[src/hw/rst_ctrl_consts.svh]
`ifndef RST_CTRL_CONSTS_SVH
`define RST_CTRL_CONSTS_SVH
// Register map, one byte register per address
`define ADDR_WD_CTRL 4'h0
`define ADDR_VOLT_SEL 4'h1
`define ADDR_RST_FLAGS 4'h2
`define ADDR_STATUS 4'h3
`define ADDR_CMD 4'h4
// Reset values
`define WD_CTRL_POR 8'h53
`define VOLT_SEL_POR 8'h55
// Field positions in the watchdog control register
`define KEY_MSB 7
`define KEY_LSB 3
`define SEL_MSB 2
`define SEL_LSB 0
// Key field values
`define KEY_A 5'h15
`define KEY_B 5'h0A
// Threshold codes
`define LVL_2V1 8'h55
`define LVL_2V55 8'h33
`define LVL_3V15 8'h99
`define LVL_3V8 8'hAA
// Flag bit positions in reset_source_flags
`define BIT_IDLE_KEEP 7
`define BIT_LV_FLAG 2
`define BIT_VS_FAULT 1
`define BIT_KEY_FAULT 0
// Status bit positions
`define BIT_TIMEOUT 0
`define BIT_POWERDOWN 1
`define BIT_IN_RESET 2
`define BIT_SLEEP 3
// Command bits
`define CMD_CLEAR 0
`define CMD_HALT 1
`define CMD_WAKE 2
// Timing: system clock period in ns, delays in us
`define SYS_PERIOD_NS 100
`define POR_DELAY_US 50000
`define WDR_DELAY_US 16700
`define POR_CYCLES ((`POR_DELAY_US * 1000) / `SYS_PERIOD_NS)
`define WDR_CYCLES ((`WDR_DELAY_US * 1000) / `SYS_PERIOD_NS)
// Sub-clock cycles before a fault reset takes effect (2~3, we use 3)
`define FAULT_SUB_CYCLES 2'h3
`define SETTLE_FAST 8'h10
`define SETTLE_XTAL 8'h80
`define SETTLE_SLOW 8'h02
`define CNT_W 23
`endif

[src/hw/rst_ctrl_pkg.sv]
package rst_ctrl_pkg;
   typedef enum logic [1:0] {
      OSC_FAST_INT,
      OSC_FAST_XTAL,
      OSC_SLOW_INT,
      OSC_SLOW_XTAL
   } osc_src_t;
   typedef enum {
      ST_HOLD,
      ST_RUN,
      ST_SETTLE
   } seq_state_t;
endpackage

[src/hw/watchdog_and_reset_control.sv]
// Contract
// Watchdog overflow resets the device; software clears it before overflow.
// Key field 10101 or 01010 enables watchdog; other values reset the chip.
// Timeout in normal mode gives full reset like undervoltage and sets timeout_flag.
// Timeout in sleep or idle sets timeout_flag and clears only PC and SP.
// Counter cleared by key reset, clear instruction, or halt instruction.
// Program counter is zero after power-on reset.
// Port data and control registers power up high, pins as inputs.
// Power-on reset held for release delay of 50 ms.
// Valid undervoltage resets the device and sets lowvolt_reset_flag.
// Undervoltage reset only if low supply persists beyond validity time.
// volt_level_select codes pick 2.1, 2.55, 3.15 or 3.8 volt threshold.
// Undefined level code resets after 2~3 sub cycles, sets fault, restores value.
// volt_threshold_select powers up as 01010101.
// Real undervoltage reset follows after 2~3 sub cycles, register kept.
// Undervoltage reset disabled in power-down mode.
// lowvolt_reset_flag set by hardware, cleared only by software.
// volt_select_fault_flag set on undefined code, cleared by writing zero.
// reset_source_flags bits 6 to 3 read as zero.
// Normal-mode watchdog reset held for release delay of 16.7 ms.
// Wake from sleep waits settle time: 16, 128 or 2 cycles per oscillator. Only the watchdog wake settles; the wake command skips it.
// timeout_select picks sub clock divided by 2^8 up to 2^18.
// Invalid key resets after 2~3 sub cycles and sets wd_key_fault_flag.
// wd_key_fault_flag set only by key reset, cleared only by software.
// Watchdog counter advances on the sub clock tick.
// Power-on clears timeout and powerdown flags; undervoltage leaves them.
//
// The address map and the strobed register port were decided locally.
`timescale 1ns/1ps
`default_nettype none
`include "rst_ctrl_consts.svh"
module watchdog_and_reset_control
   import rst_ctrl_pkg::*;
#(
   parameter int POR_CNT = `POR_CYCLES,
   parameter int WDR_CNT = `WDR_CYCLES
) (
   input wire logic clk,
   input wire logic resetn,
   input wire logic subTick,
   input wire logic [1:0] oscSrc,
   input wire logic lowSupply,
   input wire logic lowSupplyValid,
   input wire logic [3:0] regAddr,
   input wire logic [7:0] regWdata,
   input wire logic regWrite,
   input wire logic regRead,
   output logic [7:0] regRdata,
   output logic sysResetN,
   output logic pcSpClear,
   output logic portsToInput,
   output logic [7:0] thresholdSel
);
   // =========================================
   // Decode helpers
   function automatic logic levelValid(input logic [7:0] v);
      levelValid = (v == `LVL_2V1) || (v == `LVL_2V55) || (v == `LVL_3V15) || (v == `LVL_3V8);
   endfunction

   function automatic logic [4:0] divExp(input logic [2:0] s);
      case (s)
         3'h0: divExp = 5'h08;
         3'h1: divExp = 5'h0A;
         3'h2: divExp = 5'h0C;
         3'h3: divExp = 5'h0E;
         default: divExp = 5'(5'h0B + {2'h0, s});
      endcase
   endfunction

   // =========================================
   // Fault timing and flag helpers
   // Fault wait counter: one step per sub tick while the fault lasts
   function automatic logic [1:0] waitStep(input logic hold, input logic tick, input logic [1:0] w);
      if (!hold) begin
         waitStep = 2'h0;
      end else if (tick) begin
         waitStep = 2'(w + 2'h1);
      end else begin
         waitStep = w;
      end
   endfunction

   // Last wait step before a fault reset fires
   function automatic logic waitDone(input logic [1:0] w);
      waitDone = (w == 2'(`FAULT_SUB_CYCLES - 2'h1));
   endfunction

   // Sticky flag: a hardware set wins, software clears only by writing zero
   function automatic logic stickyNext(input logic set, input logic wr, input logic wbit,
                                       input logic q);
      stickyNext = set || (q && !(wr && !wbit));
   endfunction

   // Clock settle length per system oscillator
   function automatic logic [7:0] settleOf(input logic [1:0] src);
      case (src)
         OSC_FAST_INT: settleOf = `SETTLE_FAST;
         OSC_SLOW_INT: settleOf = `SETTLE_SLOW;
         default: settleOf = `SETTLE_XTAL;
      endcase
   endfunction

   // =========================================
   // Registers
   logic [7:0] wdCtrl_q;
   logic [7:0] voltSel_q;
   logic idleKeep_q, lvFlag_q, vsFault_q, keyFault_q;
   logic timeout_q, powerdown_q, sleep_q;
   logic [17:0] wdCnt_q;
   logic [1:0] keyWait_q, vsWait_q, lvWait_q;
   logic [22:0] holdCnt_q;
   logic [7:0] settleCnt_q;
   logic [7:0] rdata_q;
   seq_state_t state_q;
   logic porDone_q;
   logic lvPend_q;
   // Hold loads; 23 bits cover the power-on delay at the 10 MHz clock
   localparam logic [22:0] POR_LOAD = 23'(POR_CNT - 1);
   localparam logic [22:0] WDR_LOAD = 23'(WDR_CNT - 1);

   wire wrWd = regWrite && (regAddr == `ADDR_WD_CTRL);
   wire wrVs = regWrite && (regAddr == `ADDR_VOLT_SEL);
   wire wrFl = regWrite && (regAddr == `ADDR_RST_FLAGS);
   wire wrCmd = regWrite && (regAddr == `ADDR_CMD);
   wire cmdClear = wrCmd && regWdata[`CMD_CLEAR];
   wire cmdHalt = wrCmd && regWdata[`CMD_HALT];
   wire cmdWake = wrCmd && regWdata[`CMD_WAKE];
   wire running = (state_q == ST_RUN);

   // key decode
   wire [4:0] key = wdCtrl_q[`KEY_MSB:`KEY_LSB];
   wire keyOk = (key == `KEY_A) || (key == `KEY_B);
   wire vsOk = levelValid(voltSel_q);
   // period select
   wire [2:0] wdSel = wdCtrl_q[`SEL_MSB:`SEL_LSB];
   wire [4:0] expo = divExp(wdSel);
   wire [17:0] lastCnt = 18'((19'h1 << expo) - 19'h1);
   // overflow
   wire wdOverflow = running && keyOk && subTick && (wdCnt_q == lastCnt);
   // only a validated low supply counts; R15: not while powered down
   // Limitation: a low supply seen during sleep is not remembered after wake
   wire lvDetect = lowSupply && lowSupplyValid && !sleep_q;
   // key fault fires after counted sub ticks
   wire keyFire = running && !keyOk && subTick && waitDone(keyWait_q);
   // level fault after counted sub ticks
   wire vsFire = running && !vsOk && subTick && waitDone(vsWait_q);
   // undervoltage reset after counted sub ticks
   wire lvFire = running && lvPend_q && subTick && waitDone(lvWait_q);
   wire wdNormal = wdOverflow && !sleep_q;
   wire wdSleep = wdOverflow && sleep_q;
   wire fullReset = keyFire || vsFire || lvFire || wdNormal;

   wire [7:0] settleLen = settleOf(oscSrc);

   // =========================================
   // Watchdog control register and counter
   always_ff @(posedge clk or negedge resetn) begin
      if (!resetn) begin
         wdCtrl_q <= `WD_CTRL_POR;
      end else if (keyFire) begin
         wdCtrl_q <= `WD_CTRL_POR;
      end else if (wrWd) begin
         wdCtrl_q <= regWdata;
      end
   end

   always_ff @(posedge clk or negedge resetn) begin
      if (!resetn) begin
         wdCnt_q <= 18'h0;
      // three clear sources, plus any reset
      // A bad key holds the count at zero until the key fault reset restores the power-on value
      end else if (!running || cmdClear || cmdHalt || !keyOk || wdOverflow) begin
         wdCnt_q <= 18'h0;
      // advance on sub clock
      end else if (subTick) begin
         wdCnt_q <= wdCnt_q + 18'h1;
      end
   end

   always_ff @(posedge clk or negedge resetn) begin
      if (!resetn) begin
         keyWait_q <= 2'h0;
         vsWait_q <= 2'h0;
         lvWait_q <= 2'h0;
         lvPend_q <= 1'b0;
      end else begin
         keyWait_q <= waitStep(!keyOk && running, subTick, keyWait_q);
         vsWait_q <= waitStep(!vsOk && running, subTick, vsWait_q);
         // A pending undervoltage is dropped by any reset, which already covers it
         lvPend_q <= running && (lvPend_q || lvDetect) && !lvFire;
         lvWait_q <= waitStep(lvPend_q, subTick, lvWait_q);
      end
   end

   // =========================================
   // Level select register
   always_ff @(posedge clk or negedge resetn) begin
      // power-on value
      if (!resetn) begin
         voltSel_q <= `VOLT_SEL_POR;
      // restored on fault; R14: undervoltage keeps it
      end else if (vsFire) begin
         voltSel_q <= `VOLT_SEL_POR;
      end else if (wrVs) begin
         voltSel_q <= regWdata;
      end
   end

   // =========================================
   // Source flags; a hardware set wins over a software clear
   always_ff @(posedge clk or negedge resetn) begin
      if (!resetn) begin
         idleKeep_q <= 1'b0;
         lvFlag_q <= 1'b0;
         vsFault_q <= 1'b0;
         keyFault_q <= 1'b0;
      end else begin
         if (wrFl) begin
            idleKeep_q <= regWdata[`BIT_IDLE_KEEP];
         end
         // set on undervoltage; R16: software clear only
         lvFlag_q <= stickyNext(lvFire, wrFl, regWdata[`BIT_LV_FLAG], lvFlag_q);
         // set on undefined code
         vsFault_q <= stickyNext(vsFire, wrFl, regWdata[`BIT_VS_FAULT], vsFault_q);
         // set only by key reset
         keyFault_q <= stickyNext(keyFire, wrFl, regWdata[`BIT_KEY_FAULT], keyFault_q);
      end
   end

   // =========================================
   // Status flags and power mode
   always_ff @(posedge clk or negedge resetn) begin
      // power-on clears both
      if (!resetn) begin
         timeout_q <= 1'b0;
         powerdown_q <= 1'b0;
         sleep_q <= 1'b0;
      end else begin
         // R4: timeout sets flag in both modes
         if (wdOverflow) begin
            timeout_q <= 1'b1;
         end else if (cmdHalt && running) begin
            timeout_q <= 1'b0;
         end
         // Halt is taken only while running; a halt during a hold is lost
         if (cmdHalt && running) begin
            powerdown_q <= 1'b1;
         end else if (cmdClear) begin
            powerdown_q <= 1'b0;
         end
         if (cmdHalt && running) begin
            sleep_q <= 1'b1;
         end else if (wdSleep || cmdWake || fullReset) begin
            sleep_q <= 1'b0;
         end
      end
   end

   // =========================================
   // Reset sequencer
   always_ff @(posedge clk or negedge resetn) begin
      if (!resetn) begin
         state_q <= ST_HOLD;
         // power-on hold runs the long delay
         holdCnt_q <= POR_LOAD;
         settleCnt_q <= 8'h0;
         porDone_q <= 1'b0;
      end else begin
         case (state_q)
            // R19: hold for release delay
            ST_HOLD: begin
               if (holdCnt_q == 23'h0) begin
                  state_q <= ST_RUN;
                  porDone_q <= 1'b1;
               end else begin
                  holdCnt_q <= holdCnt_q - 23'h1;
               end
            end
            ST_RUN: begin
               if (fullReset) begin
                  state_q <= ST_HOLD;
                  holdCnt_q <= WDR_LOAD;
               // settle after wake reset
               end else if (wdSleep) begin
                  state_q <= ST_SETTLE;
                  settleCnt_q <= settleLen - 8'h1;
               end
            end
            ST_SETTLE: begin
               if (settleCnt_q == 8'h0) begin
                  state_q <= ST_RUN;
               end else begin
                  settleCnt_q <= settleCnt_q - 8'h1;
               end
            end
            default: state_q <= ST_HOLD;
         endcase
      end
   end

   // =========================================
   // Read path
   wire [7:0] flagsRd = {idleKeep_q, 4'h0, lvFlag_q, vsFault_q, keyFault_q};
   wire [7:0] statusRd = {4'h0, sleep_q, !running, powerdown_q, timeout_q};
   // Unmapped addresses read zero rather than a stale value
   // bits 6..3 read zero
   wire [7:0] rdMux = (regAddr == `ADDR_WD_CTRL) ? wdCtrl_q :
                      (regAddr == `ADDR_VOLT_SEL) ? voltSel_q :
                      (regAddr == `ADDR_RST_FLAGS) ? flagsRd :
                      (regAddr == `ADDR_STATUS) ? statusRd : 8'h00;

   always_ff @(posedge clk or negedge resetn) begin
      if (!resetn) begin
         rdata_q <= 8'h00;
      end else begin
         rdata_q <= regRead ? rdMux : 8'h00;
      end
   end

   // =========================================
   // Outputs
   logic resetOut_q, pcSp_q, portsIn_q;
   always_ff @(posedge clk or negedge resetn) begin
      if (!resetn) begin
         resetOut_q <= 1'b0;
         pcSp_q <= 1'b1;
         portsIn_q <= 1'b1;
      end else begin
         // a watchdog wake from sleep settles the clock without resetting the device
         resetOut_q <= (state_q != ST_HOLD) && !fullReset;
         // R6: PC and SP cleared by any reset or watchdog wake
         pcSp_q <= (state_q != ST_RUN) || fullReset || wdSleep;
         // ports to input until the power-on hold ends
         portsIn_q <= !porDone_q;
      end
   end

   assign regRdata = rdata_q;
   assign sysResetN = resetOut_q;
   assign pcSpClear = pcSp_q;
   assign portsToInput = portsIn_q;
   // threshold code to the comparator
   assign thresholdSel = voltSel_q;
endmodule
`default_nettype wire

[config.mk]
export PLATFORM = sky130hd
export DESIGN_NAME = watchdog_and_reset_control
export DESIGN_NICKNAME = d
export VERILOG_FILES = /design/src/hw/rst_ctrl_pkg.sv /design/src/hw/watchdog_and_reset_control.sv
export VERILOG_INCLUDE_DIRS = /design/src /design/src/hw
export SDC_FILE = /design/constraint.sdc
export NUM_CORES = 1
export LEC_CHECK = 0
export BUFFER_PORTS_ARGS = -buffer_cell sky130_fd_sc_hd__buf_2
export CORE_AREA = 5 5 94 131
export CTS_BUF_LIST = sky130_fd_sc_hd__clkbuf_8
export DETAILED_ROUTE_END_ITERATION = 10
export DIE_AREA = 0 0 99 136
export PLACE_DENSITY = 0.74
export SLEW_MARGIN = 20
export SYNTH_ARGS = -nofsm -noshare
export SYNTH_HDL_FRONTEND = slang
export SYNTH_SLANG_ARGS = --single-unit
[constraint.sdc]
create_clock -name clk -period 4.8 [get_ports clk]
set_input_delay 0.72 -clock clk [delete_from_list [all_inputs] [get_ports clk]]
set_output_delay 0.72 -clock clk [all_outputs]
set_load 0.01 [all_outputs]
# --- After elaboration in Yosys (flattened, before gate mapping) ---
# Cells that the tools add are included.
totals:
  register_bits: 123
  n_memories: 0
  latchBits: 0
  output_inout_bits: 19
  romBits: 0
  mem_bits_rw: 0
  elab_cells: 186
  in_bits: 21
op_classes:
  shift: 1
  n_mux: 37
  eq_ne: 33
  n_addsub: 9
  div: 0
  magnitude_cmp: 0
  bitwise: 0
  n_reduce_logical: 84
  multipliers: 0
ops:
  columns: ["op", "count"]
  rows:
  - ["two-way mux 32 bit", 4]
  - ["one-hot mux 32 bit (3 select lines)", 1]
  - ["two-way mux 8 bit", 11]
  - ["== test 32 x 2 -> 1 bit (second input constant)", 2]
  - ["two-way mux 23 bit", 2]
  - ["one-hot mux 23 bit (2 select lines)", 1]
  - ["two-way mux 18 bit", 2]
  - ["logical AND 1 bit", 33]
  - ["== test 32 x 1 -> 1 bit (second input constant)", 1]
  - ["zero test 32 bit", 1]
  - ["!= test 32 x 2 -> 1 bit (second input constant)", 1]
  - ["one-hot mux 8 bit (2 select lines)", 2]
  - ["nonzero test 32 bit", 1]
  - ["zero test 23 bit", 1]
  - ["subtractor 23 x 1 -> 23 bit (second input constant)", 1]
  - ["!= test 2 bit (second input constant)", 10]
  - ["one-hot mux 5 bit (4 select lines)", 1]
  - ["logical OR 1 bit", 19]
  - ["adder 18 x 1 -> 18 bit (second input constant)", 1]
  - ["== test 18 bit", 1]
  - ["left shift 1 x 5 -> 18 bit (first input constant)", 1]
  - ["subtractor 18 x 1 -> 18 bit (second input constant)", 1]
  - ["== test 8 bit (second input constant)", 2]
  - ["nonzero test 2 bit", 8]
  - ["25 further kinds", 56]

# --- Depth between registers and ports, before layout ---
depth:
  depth_word: 14
  mapped_depth: 17
  depth_no_buf: 14

# --- Least setup slack after synthesis ---
# Ideal clock, no wire load.
synth_path:
  path_kind: "register to register"
  start: "reg wdCtrl_q[0]"
  end: "reg holdCnt_q[15]"
  path_slack_ps: 594
  stages_incl_launch_ff: 17
  required_ps: 4712
  t_arrival_ps: 4118
  setup_ps: 88
  period_less_slack_ps: 4206
  cell_sequence: "dfstp_2 -> clkbuf_1 -> inv_1 -> ha_1 -> inv_1 -> ha_1 -> buf_2 -> nor2b_1 -> or4b_2 -> xnor2_1 -> mux2i_1 -> a31oi_1 -> nor4_4 -> a31oi_4 -> or3_4 -> o21ai_1 -> or3b_1"
synth_between:
  elab_chain_cells: 10
  word_cells_on_any_way: 14
synth_lines:
  columns: ["element", "line", "text"]
  rows:
  - ["start, declared", "watchdog_and_reset_control.sv:105", "logic [7:0] wdCtrl_q;"]
  - ["start signal, assigned", "watchdog_and_reset_control.sv:159", "wdCtrl_q <= `WD_CTRL_POR;"]
  - ["start signal, assigned", "watchdog_and_reset_control.sv:161", "wdCtrl_q <= `WD_CTRL_POR;"]
  - ["start signal, assigned", "watchdog_and_reset_control.sv:163", "wdCtrl_q <= regWdata;"]
  - ["adder 4 x 3 -> 5 bit (tied with other cells)", "watchdog_and_reset_control.sv:66", "default: divExp = 5'(5'h0B + {2'h0, s});"]
  - ["one-hot mux 5 bit (4 select lines) (*)", "watchdog_and_reset_control.sv:61", "case (s)"]
  - ["left shift 1 x 5 -> 18 bit (*)", "watchdog_and_reset_control.sv:137", "wire [17:0] lastCnt = 18'((19'h1 << expo) - 19'h1);"]
  - ["subtractor 18 x 1 -> 18 bit (*)", "watchdog_and_reset_control.sv:137", null]
  - ["== test 18 bit (*)", "watchdog_and_reset_control.sv:139", "wire wdOverflow = running && keyOk && subTick && (wdCnt_q == lastCnt);"]
  - ["logical AND 1 bit (*)", "watchdog_and_reset_control.sv:139", null]
  - ["logical AND 1 bit (*)", "watchdog_and_reset_control.sv:149", "wire wdNormal = wdOverflow && !sleep_q;"]
  - ["logical OR 1 bit (*)", "watchdog_and_reset_control.sv:151", "wire fullReset = keyFire || vsFire || lvFire || wdNormal;"]
  - ["!= test 2 bit (no source line) (*)", null, null]
  - ["AND reduction 3 bit (no source line) (*)", null, null]
  - ["end signal, assigned", "watchdog_and_reset_control.sv:276", "holdCnt_q <= holdCnt_q - 23'h1;"]
  - ["end, declared", "watchdog_and_reset_control.sv:111", "logic [22:0] holdCnt_q;"]
# Every way passes the cells marked *; elsewhere a longest branch is shown, timed or not.
# A chain may end at the register's enable or synchronous reset.

# --- Worst setup path in the final report ---
# Ends and elaborated chain as after synthesis.

==> reports/metrics.yaml <==
diodes: 0
reg2reg_depth: 14
slowest_delay_ns: 0.70
synthCells: 578
cts_buffers: 9
cellLeakagePower_nw: 2.539
clk_pin_slew_ns: 0.09
combPwrFrac_pct: 26.5
place_inst: 741
synth_fp_nets: 612
period_needed_ns: 4.468
tns_ns: 0
coreArea_um2: 11110
synthTopCellsByArea: "dfrtp_1 34%, dfstp_2 10%, nor2_1 6.4%, mux2i_1 5.6%, xnor2_1 4.7%"
drive_gt1_share_pct: 16.64
avgRoutedWirePerCell_um: 16.35
startpoint_type: "register"
overflow: 0
synth_area_per_cell_um2: 9.297
power_w: 0.001898
hold_ws_ns: 0.3322
synth_area_leader_cell: "dfrtp_1"
clk_latency_ns: 0.37
grt_pass1_wl_um: 21040
numPortBuffers: 39
grt_usage_pct: 19.18
synthArstFlopShare_pct: 100.0
fin_util_pct: 52.88
place_hpwl_um: 9202
r2r_end: "holdCnt_q[15]"
path_delay_family: "simple AND/OR/NAND/NOR gates"
wl_met3_um: 448
io_pins: 40
finalCritPeriodShare_pct: 93.07
wl_um: 12380
critPathLaunch: "wdCtrl_q[0]"
final_cells: 757
reg2reg_slack_ns: 0.33
route.detailed.drc: 0
nets: 642
path_cells: "inv_1, ha_1, inv_1, ha_1, nor2b_2, or4b_2, xnor2_1, mux2i_1, a31oi_1, nor4_4, a31oi_4, or3_4, o21ai_1, or3b_1"
drt_iter0_markers: 228
ys_types: 69
worstPathMaxFanout: 16
yosys_warnings: 0
postRouteAntennaNets: 0
slew_viol_final: 0
critPathArrivalTime_ns: 4.76
crit_cells: 14
cts_tree: "built"
dr_total_vias: 4350
cp_num_buf_inv: 2
synth_top_area_share_pct: 33.53
cts_root_buf: "clkbuf_8"
worst_pin_slew_ns: 0.6220
grt_pass1_vias: 4379
highest_layer: "met4"
rr_startpoint: "wdCtrl_q[0]"
setup_violations: 0
synth_area_um2: 5374
ys_seq_area_share_pct: 43.80
dieArea_um2: 13460
synth_ff_type: "dfrtp_1"
postCtsSetupBuffers: 0
dieWidth_um: 99
clkSinkCount: 93
rsz0062_at_grt: "false"
ctsHtreeMaxLevel: 3
slew-limit-headroom_pct: 58.53
hold_viol_final: 0
crit_type: "reg2reg"
met2_length_um: 6518
p_per_area_nw_per_um2: 323.1
drt-pass1-iter-count: 4
power_switching_w: 0.0006514
p_int_w: 0.001247
via_per_inst: 5.746
power_frac_seq_pct: 46.9
hold_class: "in2async"
rows: 46
antenna_found_initial: 0
cts_resized: 0
synth_edf_count: 0
grt_max_degree: 52
globalplace.congestion: 0.9296
cts.path.max_buffers: 2
slowest_stage: "dfstp_2"
area_growth_pct: 9.313
worstPathRequired_ns: 5.09
die_h_um: 136
fmax_mhz: 223.8
wl_met1_um: 5049
start_util_pct: 48.38
ir_drop_mv: 0.2080
crit_path_end_kind: "register"
mostFrequentLayoutCell: "nor2_1"
layout_common_cells: "91 x nor2_1, 72 x dfrtp_1, 51 x nand2_1"
p_sw_share_pct: 34.31
max_cap_violations: 0
pwr-share-clk_pct: 26.6
finClkSkew_ns: 0.01046
outcome: "completed"
hold_buffers: 0
synth_seq_cells: 93
==> registers in the layout (all words and copies together), names as in the netlist, 8 cells and up <==
register,cells
wdCtrl_q,8
thresholdSel,8
wdCnt_q,18
holdCnt_q,23
regRdata,8
settleCnt_q,8
==> cells by family (layout without fill, tap and decap cells) <==
logic type                 count (synthesis)  count (layout)  synth area share, %
DFF                                       93              93                43.80
buffers and inverters                     44              79                3.283
and+or+nand+nor                          273             273                25.94
adders and majority gates                 13              13                3.027
xor gates and xnor gates                  43              43                7.008
AOI/OAI and AO/OA                         78              78                10.24
muxes                                     34              34                6.705
==> synthesized netlist by cell type (all sizes together) (3+ instances only) <==
| cell type | count |
|---|---|
| nor4 | 16 |
| or2 | 6 |
| ha | 13 |
| a21oi | 16 |
| o211ai | 7 |
| dfrtp | 72 |
| a211oi | 6 |
| xnor2 | 29 |
| xor2 | 14 |
| o2111ai | 3 |
| a31oi | 5 |
| a21o | 3 |
| mux2i | 30 |
| dfstp | 21 |
| mux2 | 3 |
| nand4 | 9 |
| and3 | 9 |
| nand2b | 8 |
| nand2 | 51 |
| or4 | 4 |
| o21ai | 18 |
| nor4b | 3 |
| nor4bb | 3 |
| nor2b | 7 |
| clkbuf | 12 |
| or3 | 12 |
| buf | 12 |
| nor2 | 91 |
| nor3 | 21 |
| nand3 | 22 |
| inv | 20 |
==> per-layer routing <==
| metal | vias up | global-route usage, % |
|---|---|---|
| li1 | 2099 | - |
| met1 | 2135 | 23.01 |
| met2 | 83 | 33.41 |
| met3 | 33 | 3.388 |
| met4 | 0 | 8.580 |
| met5 | - | 0 |
==> worst register-to-register path, cell delays in order (launching register included) <==
cell	delay [ns]
dfstp_2	0.70
inv_1	0.15
ha_1	0.22
inv_1	0.05
ha_1	0.27
nor2b_2	0.26
or4b_2	0.62
xnor2_1	0.25
mux2i_1	0.23
a31oi_1	0.17
nor4_4	0.34
a31oi_4	0.23
or3_4	0.43
o21ai_1	0.12
or3b_1	0.36
==> final cells by class <==
cell class | count | area, µm²
clock inverters | 6 | 53.80
inverters | 20 | 75.07
well taps | 144 | 180.2
repair buffers | 43 | 227.7
flip-flops and latches | 93 | 2354
multi-input cells | 441 | 2846
clock buffers | 10 | 137.6
fillers | 1027 | 5234
==> metrics by stage <==
stage                     worst slack [ns]  area (µm²)
after global routing               0.02350        5874
after global placement              0.4635        5680
final                               0.3325        5874
after CTS                           0.3148        5872
after floorplan                     0.5939        5374
after detailed placement            0.3387        5680
==> worst max-delay path by stage <==
stage | to | slack, ns
after floorplan | holdCnt_q[15] | 0.59
after global placement | holdCnt_q[15] | 0.46
after detailed placement | holdCnt_q[15] | 0.34
after CTS | holdCnt_q[15] | 0.31
after global routing | holdCnt_q[15] | 0.02
final | holdCnt_q[15] | 0.33
==> power by group through the flow <==
stage	clock network, W	logic, W	registers, W
3_3_place_gp	0	0.000493	0.000900
5_1_grt	0.000553	0.000555	0.000897
4_1_cts	0.000522	0.000499	0.000889
3_5_place_dp	0	0.000497	0.000904
2_1_floorplan	0	0.000370	0.000886
6_report	0.000506	0.000502	0.000890
Power figures use the tool's default switching activity.
